<file path="config.mk">
export PLATFORM = sky130hd
export DESIGN_NAME = timebase_watchdog_timer
export DESIGN_NICKNAME = d
export VERILOG_FILES = /design/src/rtl/timebase_pkg.sv /design/src/rtl/osc_edge_if.sv /design/src/rtl/osc_edge_sampler.sv /design/src/rtl/timebase_watchdog_timer.sv
export SDC_FILE = /design/constraint.sdc
export NUM_CORES = 1
export LEC_CHECK = 0
export ABC_AREA = 1
export BUFFER_PORTS_ARGS = -buffer_cell sky130_fd_sc_hd__buf_2
export CORE_ASPECT_RATIO = 1.75
export CORE_MARGIN = 2
export CORE_UTILIZATION = 40
export CTS_CLUSTER_DIAMETER = 30
export CTS_CLUSTER_SIZE = 8
export DETAILED_ROUTE_END_ITERATION = 12
export HOLD_SLACK_MARGIN = 0.03
export SYNTH_ARGS = -nofsm -noshare
export SYNTH_HDL_FRONTEND = slang
export SYNTH_SLANG_ARGS = --single-unit
</file>
<file path="constraint.sdc">
create_clock -name pclk -period 5.1 [get_ports pclk]
set_input_delay 1.275 -clock pclk [delete_from_list [all_inputs] [get_ports pclk]]
set_output_delay 1.275 -clock pclk [all_outputs]
set_load 0.01 [all_outputs]
</file>
<file path="src/rtl/timebase_pkg.sv">
package timebase_pkg;

    // ------------------------------------------------------------
    // Register byte offsets
    // ------------------------------------------------------------
    localparam int         ADDR_W              = 8;
    localparam logic [7:0] OFF_CLOCK_CONTROL   = 8'h00;
    localparam logic [7:0] OFF_EVENT_FLAGS     = 8'h04;
    localparam logic [7:0] OFF_INT_ENABLE      = 8'h08;
    localparam logic [7:0] OFF_HOLD_ENABLE     = 8'h0c;
    localparam logic [7:0] OFF_TIMER_MODE      = 8'h10;
    localparam logic [7:0] OFF_PRESET_LOW      = 8'h14;
    localparam logic [7:0] OFF_PRESET_HIGH     = 8'h18;
    localparam logic [7:0] OFF_COMMAND         = 8'h1c;
    localparam logic [7:0] OFF_STATUS          = 8'h20;

    // ------------------------------------------------------------
    // Field positions
    // ------------------------------------------------------------
    localparam int CC_SUB_SELECT = 0;
    localparam int CC_MAIN_STOP  = 1;
    localparam int CC_WDT_SLOW   = 2;
    localparam int CC_SUB_SHORT  = 3;
    localparam int EV_DIV0       = 0;
    localparam int EV_TIMER      = 1;
    localparam int EV_DIV1       = 4;
    localparam int MODE_PRESCALE = 0;
    localparam int MODE_START    = 3;
    localparam int CMD_CLR_MAIN  = 0;
    localparam int CMD_CLR_SUB   = 1;
    localparam int CMD_KICK      = 2;

    // ------------------------------------------------------------
    // Widths, taps and reset values
    // ------------------------------------------------------------
    localparam int DIV0_W     = 14;
    localparam int DIV1_W     = 13;
    localparam int TAIL_W     = 4;
    localparam int WDT_W      = 4;
    localparam int TIMER_W    = 8;
    localparam int FLAG_W     = 8;
    localparam int TAP_FAST_W = 2;
    localparam int TAP_SLOW_W = 10;
    localparam logic [3:0]  CONTROL_RST = 4'h0;
    localparam logic [7:0]  FLAGS_RST   = 8'h00;
    localparam logic [7:0]  TIMER_RST   = 8'h00;

    typedef enum logic [0:0] {
        TIMER_IDLE = 1'b0,
        TIMER_RUN  = 1'b1
    } timer_state_t;

endpackage

</file>
<file path="src/rtl/osc_edge_if.sv">
`timescale 1ns/1ps
`default_nettype none
interface osc_edge_if;
    logic level;
    logic rise;
    modport source (output level, output rise);
    modport sink   (input level, input rise);
endinterface
`default_nettype wire

</file>
<file path="src/rtl/osc_edge_sampler.sv">
`timescale 1ns/1ps
`default_nettype none
module osc_edge_sampler (
    // Clock and reset
    input  wire logic   pclk,
    input  wire logic   presetn,
    // Oscillator pin
    input  wire logic   pin,
    // Filtered level and rising edge
    osc_edge_if.source  edge_out
);
    logic [2:0] sync;
    logic       level;
    logic       rise;
    logic       next_level;
    logic       next_rise;

    // A level only counts once the second and third stages agree.
    always_comb begin
        next_level = level;
        next_rise  = 1'b0;
        if (sync[1] == sync[2]) begin
            next_level = sync[2];
        end
        next_rise = next_level & ~level;
    end

    always_ff @(posedge pclk or negedge presetn) begin
        if (!presetn) begin
            sync  <= 3'h0;
            level <= 1'b0;
            rise  <= 1'b0;
        end else begin
            sync  <= {sync[1:0], pin};
            level <= next_level;
            rise  <= next_rise;
        end
    end

    assign edge_out.level = level;
    assign edge_out.rise  = rise;
endmodule // osc_edge_sampler
`default_nettype wire

</file>
<file path="src/rtl/timebase_watchdog_timer.sv">
// The register offsets and register access over APB were left to the implementer.
`timescale 1ns/1ps
`default_nettype none
module timebase_watchdog_timer #(
    parameter bit WATCHDOG_PRESENT = 1'b1
) (
    // Clock and reset
    input  wire logic        pclk,
    input  wire logic        presetn,
    // APB slave
    input  wire logic        psel,
    input  wire logic        penable,
    input  wire logic        pwrite,
    input  wire logic [7:0]  paddr,
    input  wire logic [31:0] pwdata,
    output logic      [31:0] prdata,
    output logic             pready,
    output logic             pslverr,
    // Oscillator pins
    input  wire logic        main_osc_clock,
    input  wire logic        sub_osc_clock,
    // Core side
    input  wire logic [7:0]  int_entry_clear,
    output logic      [7:0]  event_flags,
    output logic             interrupt_request,
    output logic             hold_release,
    output logic             main_osc_stop,
    output logic             chip_reset
);
    // ------------------------------------------------------------
    // Oscillator sampling
    // ------------------------------------------------------------
    osc_edge_if main_edge ();
    osc_edge_if sub_edge ();

    osc_edge_sampler u_main_sampler (
        .pclk     (pclk),
        .presetn  (presetn),
        .pin      (main_osc_clock),
        .edge_out (main_edge)
    );

    osc_edge_sampler u_sub_sampler (
        .pclk     (pclk),
        .presetn  (presetn),
        .pin      (sub_osc_clock),
        .edge_out (sub_edge)
    );

    // ------------------------------------------------------------
    // State
    // ------------------------------------------------------------
    logic [3:0]                            clock_control;
    logic [7:0]                            int_enable;
    logic [7:0]                            hold_enable;
    logic [3:0]                            timer_mode;
    logic [7:0]                            preset;
    logic [7:0]                            timer_count;
    timebase_pkg::timer_state_t            timer_state;
    logic [timebase_pkg::DIV0_W-1:0]       div0;
    logic [timebase_pkg::DIV1_W-1:0]       div1;
    logic [timebase_pkg::WDT_W-1:0]        watchdog_counter;

    logic [3:0]                            next_clock_control;
    logic [7:0]                            next_event_flags;
    logic [7:0]                            next_int_enable;
    logic [7:0]                            next_hold_enable;
    logic [3:0]                            next_timer_mode;
    logic [7:0]                            next_preset;
    logic [7:0]                            next_timer_count;
    timebase_pkg::timer_state_t            next_timer_state;
    logic [timebase_pkg::DIV0_W-1:0]       next_div0;
    logic [timebase_pkg::DIV1_W-1:0]       next_div1;
    logic [timebase_pkg::WDT_W-1:0]        next_watchdog_counter;
    logic                                  next_chip_reset;
    logic                                  next_interrupt_request;
    logic                                  next_hold_release;
    logic [31:0]                           next_prdata;
    logic                                  next_pready;
    logic                                  next_pslverr;

    logic       wr_en;
    logic       rd_en;
    logic       mapped;
    logic       sys_tick;
    logic       tap_fast;
    logic       tap_slow;
    logic       div0_ovf;
    logic       div1_ovf;
    logic       wdt_tick;
    logic       wdt_ovf;
    logic       presc_tick;
    logic       timer_uf;
    logic       clr_main;
    logic       clr_sub;
    logic       kick;
    logic       preset_write;
    logic       mode_write;
    logic       start_write;

    // ------------------------------------------------------------
    // APB decode
    // ------------------------------------------------------------
    // The slave answers one cycle into the access phase: every write is taken
    // at the edge where pready is high, every read one edge earlier while it is low.
    always_comb begin
        wr_en  = psel & penable & pready & pwrite;
        rd_en  = psel & penable & ~pready & ~pwrite;
        mapped = 1'b1;
        case (paddr)
            timebase_pkg::OFF_CLOCK_CONTROL,
            timebase_pkg::OFF_EVENT_FLAGS,
            timebase_pkg::OFF_INT_ENABLE,
            timebase_pkg::OFF_HOLD_ENABLE,
            timebase_pkg::OFF_TIMER_MODE,
            timebase_pkg::OFF_PRESET_LOW,
            timebase_pkg::OFF_PRESET_HIGH,
            timebase_pkg::OFF_COMMAND,
            timebase_pkg::OFF_STATUS: mapped = 1'b1;
            default:                  mapped = 1'b0;
        endcase
        preset_write = wr_en & ((paddr == timebase_pkg::OFF_PRESET_LOW)
                              | (paddr == timebase_pkg::OFF_PRESET_HIGH));
        mode_write   = wr_en & (paddr == timebase_pkg::OFF_TIMER_MODE);
        start_write  = mode_write & pwdata[timebase_pkg::MODE_START];
        clr_main     = wr_en & (paddr == timebase_pkg::OFF_COMMAND)
                             & pwdata[timebase_pkg::CMD_CLR_MAIN];
        clr_sub      = wr_en & (paddr == timebase_pkg::OFF_COMMAND)
                             & pwdata[timebase_pkg::CMD_CLR_SUB];
        kick         = wr_en & (paddr == timebase_pkg::OFF_COMMAND)
                             & pwdata[timebase_pkg::CMD_KICK];

        next_pready  = psel & penable & ~pready;
        next_pslverr = psel & penable & ~pready & ~mapped;
        next_prdata  = prdata;
        if (rd_en) begin
            case (paddr)
                timebase_pkg::OFF_CLOCK_CONTROL: next_prdata = {28'h0, clock_control};
                timebase_pkg::OFF_EVENT_FLAGS:   next_prdata = {24'h0, event_flags};
                timebase_pkg::OFF_INT_ENABLE:    next_prdata = {24'h0, int_enable};
                timebase_pkg::OFF_HOLD_ENABLE:   next_prdata = {24'h0, hold_enable};
                timebase_pkg::OFF_TIMER_MODE:    next_prdata = {28'h0, timer_mode};
                timebase_pkg::OFF_PRESET_LOW:    next_prdata = {28'h0, preset[3:0]};
                timebase_pkg::OFF_PRESET_HIGH:   next_prdata = {28'h0, preset[7:4]};
                timebase_pkg::OFF_STATUS:
                    next_prdata = {14'h0, sub_edge.level, main_edge.level,
                                   watchdog_counter, 4'h0, timer_count};
                default:                         next_prdata = 32'h0;
            endcase
        end
    end

    always_ff @(posedge pclk or negedge presetn) begin
        if (!presetn) begin
            prdata  <= 32'h0;
            pready  <= 1'b0;
            pslverr <= 1'b0;
        end else begin
            prdata  <= next_prdata;
            pready  <= next_pready;
            pslverr <= next_pslverr;
        end
    end

    // ------------------------------------------------------------
    // Timebase, watchdog and timer
    // ------------------------------------------------------------
    always_comb begin
        // Main selected while stopped gives no tick at all.
        sys_tick = clock_control[timebase_pkg::CC_SUB_SELECT] ? sub_edge.rise
                 : (main_edge.rise & ~clock_control[timebase_pkg::CC_MAIN_STOP]);
        tap_fast = sys_tick & (&div0[timebase_pkg::TAP_FAST_W-1:0]);
        tap_slow = sys_tick & (&div0[timebase_pkg::TAP_SLOW_W-1:0]);
        div0_ovf = sys_tick & (&div0);
        div1_ovf = sub_edge.rise & (clock_control[timebase_pkg::CC_SUB_SHORT]
                 ? (&div1[timebase_pkg::DIV1_W-2:0]) : (&div1));
        wdt_tick = clock_control[timebase_pkg::CC_WDT_SLOW] ? div0_ovf : tap_slow;
        wdt_ovf  = WATCHDOG_PRESENT & wdt_tick & (&watchdog_counter) & ~kick;
        presc_tick = timer_mode[timebase_pkg::MODE_PRESCALE] ? tap_slow : tap_fast;
        timer_uf = (timer_state == timebase_pkg::TIMER_RUN) & presc_tick
                 & (timer_count == 8'h00);

        next_clock_control = clock_control;
        next_int_enable    = int_enable;
        next_hold_enable   = hold_enable;
        next_preset        = preset;
        next_timer_mode    = timer_mode;
        next_timer_count   = timer_count;
        next_timer_state   = timer_state;
        next_event_flags   = event_flags & ~int_entry_clear;

        next_div0 = div0 + {{(timebase_pkg::DIV0_W-1){1'b0}}, sys_tick};
        if (clr_main) begin
            next_div0[timebase_pkg::DIV0_W-1 -: timebase_pkg::TAIL_W] = 4'h0;
        end
        next_div1 = div1 + {{(timebase_pkg::DIV1_W-1){1'b0}}, sub_edge.rise};
        if (clr_sub) begin
            if (clock_control[timebase_pkg::CC_SUB_SHORT]) begin
                next_div1[timebase_pkg::DIV1_W-2 -: timebase_pkg::TAIL_W] = 4'h0;
            end else begin
                next_div1[timebase_pkg::DIV1_W-1 -: timebase_pkg::TAIL_W] = 4'h0;
            end
        end

        if (!WATCHDOG_PRESENT || kick) begin
            next_watchdog_counter = 4'h0;
        end else begin
            next_watchdog_counter = watchdog_counter
                                  + {3'h0, wdt_tick};
        end
        next_chip_reset = wdt_ovf;

        case (timer_state)
            timebase_pkg::TIMER_RUN: begin
                if (timer_uf) begin
                    next_timer_count = 8'hff;
                    next_timer_state = timebase_pkg::TIMER_IDLE;
                    next_timer_mode[timebase_pkg::MODE_START] = 1'b0;
                end else if (presc_tick) begin
                    next_timer_count = timer_count - 8'h01;
                end
            end
            timebase_pkg::TIMER_IDLE: begin
                next_timer_count = timer_count;
            end
            default: begin
                next_timer_state = timebase_pkg::TIMER_IDLE;
            end
        endcase

        if (wr_en) begin
            case (paddr)
                timebase_pkg::OFF_CLOCK_CONTROL: next_clock_control = pwdata[3:0];
                timebase_pkg::OFF_INT_ENABLE:    next_int_enable    = pwdata[7:0];
                timebase_pkg::OFF_HOLD_ENABLE:   next_hold_enable   = pwdata[7:0];
                timebase_pkg::OFF_PRESET_LOW:    next_preset[3:0]   = pwdata[3:0];
                timebase_pkg::OFF_PRESET_HIGH:   next_preset[7:4]   = pwdata[3:0];
                default:                         next_preset        = preset;
            endcase
        end
        if (preset_write) begin
            next_timer_count = next_preset;
            next_timer_state = timebase_pkg::TIMER_IDLE;
            next_timer_mode[timebase_pkg::MODE_START] = 1'b0;
        end
        if (mode_write) begin
            next_timer_mode = {pwdata[3], 2'h0, pwdata[0]};
            next_timer_state = timebase_pkg::TIMER_IDLE;
        end
        if (start_write) begin
            next_timer_count = preset;
            next_timer_state = timebase_pkg::TIMER_RUN;
            next_event_flags[timebase_pkg::EV_TIMER] = 1'b0;
        end

        // Sets come last so an event never drowns in a clear.
        if (div0_ovf) begin
            next_event_flags[timebase_pkg::EV_DIV0] = 1'b1;
        end
        if (div1_ovf) begin
            next_event_flags[timebase_pkg::EV_DIV1] = 1'b1;
        end
        if (timer_uf) begin
            next_event_flags[timebase_pkg::EV_TIMER] = 1'b1;
        end
        next_interrupt_request = |(next_event_flags & next_int_enable);
        next_hold_release      = |(next_event_flags & next_hold_enable);
    end

    always_ff @(posedge pclk or negedge presetn) begin
        if (!presetn) begin
            clock_control     <= timebase_pkg::CONTROL_RST;
            event_flags       <= timebase_pkg::FLAGS_RST;
            int_enable        <= timebase_pkg::FLAGS_RST;
            hold_enable       <= timebase_pkg::FLAGS_RST;
            timer_mode        <= timebase_pkg::CONTROL_RST;
            preset            <= timebase_pkg::TIMER_RST;
            timer_count       <= timebase_pkg::TIMER_RST;
            timer_state       <= timebase_pkg::TIMER_IDLE;
            div0              <= '0;
            div1              <= '0;
            watchdog_counter  <= '0;
            chip_reset        <= 1'b0;
            interrupt_request <= 1'b0;
            hold_release      <= 1'b0;
        end else begin
            clock_control     <= next_clock_control;
            event_flags       <= next_event_flags;
            int_enable        <= next_int_enable;
            hold_enable       <= next_hold_enable;
            timer_mode        <= next_timer_mode;
            preset            <= next_preset;
            timer_count       <= next_timer_count;
            timer_state       <= next_timer_state;
            div0              <= next_div0;
            div1              <= next_div1;
            watchdog_counter  <= next_watchdog_counter;
            chip_reset        <= next_chip_reset;
            interrupt_request <= next_interrupt_request;
            hold_release      <= next_hold_release;
        end
    end

    assign main_osc_stop = clock_control[timebase_pkg::CC_MAIN_STOP];
endmodule // timebase_watchdog_timer
`default_nettype wire

</file>
# Word level (Yosys, flattened, before mapping)
# Index checks and enable logic that the tools add are counted.
[word_totals]
register_bits = 125
input_bits = 55
out_inout_bits = 46
[classes]
muxes = 38
bitwise = 37
n_addsub = 4
n_reduce_logical = 16
eq_ne = 12
[ops]
columns = ["cell", "n"]
rows = [
  ["18-bit case mux with 8 select lines", 1],
  ["8-bit two-way mux", 10],
  ["8-bit by 5-bit equality test with 1-bit output (second input constant)", 4],
  ["1-bit bitwise AND", 24],
  ["8-bit bitwise AND", 3],
  ["1-bit two-way mux", 21],
  ["4-bit two-way mux", 5],
  ["8-bit by 4-bit equality test with 1-bit output (second input constant)", 2],
  ["8-bit zero test", 2],
  ["8-bit OR reduction", 2],
  ["14-bit by 1-bit adder with 14-bit output", 1],
  ["14-bit AND reduction", 1],
  ["13-bit by 1-bit adder with 13-bit output", 1],
  ["13-bit AND reduction", 1],
  ["12-bit AND reduction", 1],
  ["10-bit AND reduction", 1],
  ["9-bit OR reduction", 1],
  ["8-bit by 3-bit equality test with 1-bit output (second input constant)", 1],
  ["8-bit by 6-bit equality test with 1-bit output (second input constant)", 1],
  ["1-bit inverter", 8],
  ["8-bit inverter", 1],
  ["2-bit AND reduction", 4],
  ["8-bit by 1-bit subtractor with 8-bit output (second input constant)", 1],
  ["3-bit nonzero test", 2],
  ["other kinds (7)", 8],
]

# Logic depth before layout (Yosys ltp)
[logic_depth]
depth_word = 12
depth_mapped = 13
mapped_depth_nobuf = 13

# Modules after synthesis
# A second synthesis with hierarchy kept.
[hier_totals]
cells_unflattened = 703
hier_area_um2 = 5619.1
[by_module_without_submodules]
columns = ["mod", "instances", "area_each_um2", "cells_each"]
rows = [
  ["timebase_watchdog_timer", 1, 5321.4, 681],
  ["osc_edge_sampler", 2, 148.9, 11],
]

# Worst setup path after synthesis
# No wires, ideal clock.
[synth_timing]
path_kind = "input-to-reg"
startpoint = "input psel"
endpoint = "register timer_count[4]"
arrival_ns = 2.290
path_stages = 10
required_time_ns = 4.982
path_buffers = 1
setup_slack_ns = 2.692
setup_ns = 0.118
cell_sequence = "nand2_1 > nor2_8 > inv_2 > nor2_8 > nand3_4 > buf_2 > nand4_1 > nand2_1 > inv_1 > nand2_1"
[synth_via]
elab_chain_cells = 7
[synth_lines]
columns = ["item", "line_no", "source"]
rows = [
  ["from (decl)", "timebase_watchdog_timer.sv:11", "input wire logic psel,"],
  ["1-bit bitwise AND (*) (3 in a row)", "timebase_watchdog_timer.sv:107", "wr_en = psel & penable & pready & pwrite;"],
  ["1-bit bitwise AND", "timebase_watchdog_timer.sv:124", "mode_write = wr_en & (paddr == timebase_pkg::OFF_TIMER_MODE);"],
  ["1-bit bitwise AND", "timebase_watchdog_timer.sv:125", "start_write = mode_write & pwdata[timebase_pkg::MODE_START];"],
  ["5-bit by 1-bit inequality test with 1-bit output (no line) or 3-bit inequality test (tied branches)", "-", ""],
  ["2-bit AND reduction (no line)", "-", ""],
  ["to (signal assigned)", "timebase_watchdog_timer.sv:278", "timer_count <= timebase_pkg::TIMER_RST;"],
  ["to (signal assigned)", "timebase_watchdog_timer.sv:293", "timer_count <= next_timer_count;"],
  ["to (decl)", "timebase_watchdog_timer.sv:58", "logic [7:0] timer_count;"],
]
# Mark *: on every way between the ends. The rest lies on a longest branch, timed or not.
# A chain may end at the register's enable or synchronous reset.

# Worst setup path in the final report
[layout_timing]
startpoint = "input paddr[1]"
endpoint = "register prdata[2]"
[layout_via]
elab_chain_cells = 2
[layout_lines]
columns = ["item", "line_no", "source"]
rows = [
  ["from (decl)", "timebase_watchdog_timer.sv:14", "input wire logic [7:0] paddr,"],
  ["8-bit by 6-bit equality test with 1-bit output, or another cell as far along", "timebase_watchdog_timer.sv:137", "case (paddr)"],
  ["18-bit case mux with 8 select lines (*)", "timebase_watchdog_timer.sv:137", ""],
  ["to (signal assigned)", "timebase_watchdog_timer.sv:159", "prdata <= next_prdata;"],
  ["to (decl)", "timebase_watchdog_timer.sv:16", "output logic [31:0] prdata,"],
]
# Marked as above.

==> qor_table.md <==
| Quantity | Reported |
| --- | --- |
| Reg-to-Reg End | timer_count[5]$_DFFE_PN0P_ |
| Hold Path Stages | 0 |
| Max capacitance violation total | 0 |
| Total number of yosys warnings | 0 |
| Maximum achievable frequency | 342 MHz |
| Number of synthesized flops with an enable pin | 0 |
| Most used cells in the layout excluding fill and tap cells | 192 x sky130_fd_sc_hd__nand2_1, 107 x sky130_fd_sc_hd__dfrtp_1, 82 x sky130_fd_sc_hd__inv_1 |
| Maximum fanout along the worst path | 14 |
| Root Buffer | sky130_fd_sc_hd__clkbuf_16 |
| Detailed-route vias per instance | 4.91 |
| Required time of the critical path | 5.38 ns |
| Count of nets after finishing | 818 |
| Seq/Total Area, Yosys | 47.4% |
| Number of max-slew violations in the final report | 0 |
| Pwr Density | 277 mW/mm^2 |
| Starting DRC count in detailed routing | 258 |
| Tightest slew margin relative to the limit | 13.3% |
| Hold Buf Count CTS | 0 |
| Flip-flop and latch count after synthesis | 107 |
| Antenna Diode Count | 0 |
| HPWL after detailed placement | 10600 um |
| Antenna violations before repair | 0 |
| Final Hold Fails | 0 |
| Count of buffers from port buffering | 58 |
| Clock-pin slew on the worst setup and hold paths | 0.07 ns |
| Wire length of the first global-routing pass | 22700 um |
| Async SR Flop Fraction | 100% |
| Fraction of layout cells with a size suffix above 1 | 15.5% |
| Number of unique standard cell types used by synthesis | 41 |
| X dimension of the die | 93.8 um |
| Post-route fraction of the period consumed by the critical path | 57.3% |
| Resized Gates After CTS | 0 |
| Crit path capture type | register |
| Hold endpoint | u_sub_sampler.sync[1]$_DFF_PN0_ |
| Number of buffers added by the clock tree synthesis step | 9 |
| Number of placement rows | 57 |
| Clock Tree Buf Depth | 2 |
| All-Layer GR Usage | 19.4% |
| Clock tree from TritonCTS | yes |
| Core Region | 0.0138 sq mm |
| Average routed wire per standard cell | 14.8 um |
| Cell area after synthesis | 0.00565 sq mm |
| Synth-to-Final Area Change | 12.1% |
| Final wirelength | 13900 um |
| Ports placed on the boundary | 101 |
| Post-route setup TNS | 0 ns |
| Post-route worst setup slack | 2.18 ns |
| Most used DFF post-synth | sky130_fd_sc_hd__dfrtp_1 |
| CP Data Arrival Time | 3.21 ns |
| Fin crit period | 2.92 ns |
| Later-pin clock latency in the skew report | 0.35 ns |
| Worst setup path category | input port to register |
| Number of optimization iterations in the first detailed-route pass | 5 |
| Vertical extent of the die | 161 um |
| Global placement routability congestion | 0.897 |
| Global-route congestion overflow total | 0 |
| Initial cell density of the core | 40.8% |
| Total via count in the routed design | 4603 |
| Hold/Removal Path Class | register to register |
| Vias in the first global route | 4665 |
| Most common cell after layout, fill and taps aside | sky130_fd_sc_hd__nand2_1 |
| DRC violation count after routing | 0 |
| Synthesized instance count | 695 |
| Pin count of the biggest net entering global routing | 59 |
| Logic depth of the worst register-to-register path | 8 |
| Leak Pwr | 3.30 nW |
| Result of the run | completed |
| Pre-CTS setup slack | 1.88 ns |
| Final setup violation count | 0 |
| Unrepaired setup endpoints after global routing | false |
| Slew at the pin closest to its max-slew limit | 1.29 ns |
| Setup slack of the most critical reg-to-reg path | 3.00 ns |
| Per-instance average area after synthesis | 8.12 sq um |
| R2R Path Start | pready$_DFF_PN0_ |
| TritonCTS sink count | 107 |
| H-tree levels | 3 |
| Post CTS Setup Buffer Count | 0 |
| Hold path startpoint | u_sub_sampler.sync[0]$_DFF_PN0_ |
| Full die area | 0.0151 sq mm |
| Post-route clock skew | 0.00751 ns |
| Antenna viol nets, final | 0 |
| Startpoint type of the worst setup path | input port |
| Worst voltage drop across the vdd grid | 0.132 mV |
routing by layer:
layer | GRT usage [%] | wire (um) | up-vias
met1 | 21.6 | 5270 | 2194
met5 | 0 | 0 | -
met4 | 9.62 | 492 | 0
met2 | 35.5 | 7690 | 109
li1 | - | - | 2274
met3 | 2.24 | 403 | 26
logic make-up after synthesis:
family	after synthesis	share of synthesized area, %
simple gates	371	31.1
other cells	1	0.0664
xor+xnor	24	3.72
buf+inv	128	10.3
fa+ha+maj	8	1.77
flops	107	47.4
compound gates	56	5.63
cells in the mapped netlist, types with 2 or more instances:
library cell,number,area [sq um]
sky130_fd_sc_hd__nand3_1,62,310
sky130_fd_sc_hd__xor2_1,12,105
sky130_fd_sc_hd__nor2_4,6,67.6
sky130_fd_sc_hd__o21ai_1,12,60.1
sky130_fd_sc_hd__o21ai_0,15,75.1
sky130_fd_sc_hd__nand2_2,5,31.3
sky130_fd_sc_hd__buf_2,5,25.0
sky130_fd_sc_hd__dfrtp_1,107,2680
sky130_fd_sc_hd__nand3_4,3,52.6
sky130_fd_sc_hd__nor3_1,7,35.0
sky130_fd_sc_hd__nand4_1,11,68.8
sky130_fd_sc_hd__nand3b_1,3,22.5
sky130_fd_sc_hd__nand2_4,2,22.5
sky130_fd_sc_hd__o2111ai_1,3,26.3
sky130_fd_sc_hd__inv_1,82,308
sky130_fd_sc_hd__nand2_1,192,721
sky130_fd_sc_hd__nor2_1,57,214
sky130_fd_sc_hd__xnor2_1,12,105
sky130_fd_sc_hd__nand3_2,5,50.1
sky130_fd_sc_hd__nor2_8,3,60.1
sky130_fd_sc_hd__a21oi_1,14,70.1
sky130_fd_sc_hd__clkinv_1,4,15.0
sky130_fd_sc_hd__ha_1,8,100
sky130_fd_sc_hd__and2_1,9,56.3
sky130_fd_sc_hd__buf_4,19,143
sky130_fd_sc_hd__inv_2,13,48.8
sky130_fd_sc_hd__nor4_1,2,12.5
sky130_fd_sc_hd__o22ai_1,7,43.8
sky130_fd_sc_hd__buf_6,3,33.8
state kept, by name, summed over array words and instances, names as in the netlist, 3 cells and up:
signal and flops:
div0 14, u_main_sampler.sync 3, hold_enable 8, watchdog_counter 4
u_sub_sampler.sync 3, preset 8, int_enable 8, timer_count 8
clock_control 4, prdata 14, event_flags 8, div1 13
where the power goes:
group / internal, mW / switching (mW) / leakage (nW)
clock: 0.365 / 0.323 / 0.144
sequential: 0.895 / 0.0376 / 1.29
combinational: 0.0441 / 0.0876 / 1.86
total: 1.30 / 0.449 / 3.30
final cells by class:
| cell class | count | area [sq um] |
|---|---|---|
| sequential | 107 | 2680 |
| clock buffer | 11 | 253 |
| timing repair buffer | 60 | 308 |
| fill | 1455 | 7500 |
| multi-input combinational | 477 | 2450 |
| clock inverter | 5 | 45.0 |
| inverter | 100 | 377 |
| tap | 177 | 221 |
how the worst max path moves through the flow:
stage / from / end / slack [ns] / depth (start not counted)
6_report: paddr[1] / prdata[2]$_DFFE_PN0P_ / 2.18 / 8
3_3_place_gp: paddr[1] / prdata[17]$_DFFE_PN0P_ / 1.91 / 6
5_1_grt: paddr[1] / prdata[0]$_DFFE_PN0P_ / 2.02 / 10
4_1_cts: paddr[1] / prdata[2]$_DFFE_PN0P_ / 2.24 / 8
2_1_floorplan: psel / timer_count[4]$_DFFE_PN0P_ / 2.69 / 10
3_5_place_dp: paddr[1] / prdata[17]$_DFFE_PN0P_ / 1.88 / 6
metrics by stage:
step / cells / hold slack, ns / power (mW) / utilization (%) / instance area, sq um
after global routing: 937 / 0.354 / 1.84 / 45.8 / 6330
final: 937 / 0.354 / 1.75 / 45.8 / 6330
after global placement: 921 / 0.336 / 1.08 / 43.6 / 6030
after floorplan: 712 / 0.331 / 1.03 / - / 5710
after CTS: 937 / 0.355 / 1.77 / 45.8 / 6330
after detailed placement: 921 / 0.340 / 1.08 / 43.6 / 6030
critical path, stage by stage:
cell and delay, ns:
sky130_fd_sc_hd__buf_2 0.11, sky130_fd_sc_hd__nor2_4 0.19, sky130_fd_sc_hd__nand3_2 0.13, sky130_fd_sc_hd__nor3_2 0.99, sky130_fd_sc_hd__a21oi_1 0.22, sky130_fd_sc_hd__nand2_1 0.16, sky130_fd_sc_hd__nand2_1 0.07, sky130_fd_sc_hd__nand2_1 0.06
Power figures use the tool's default switching activity.
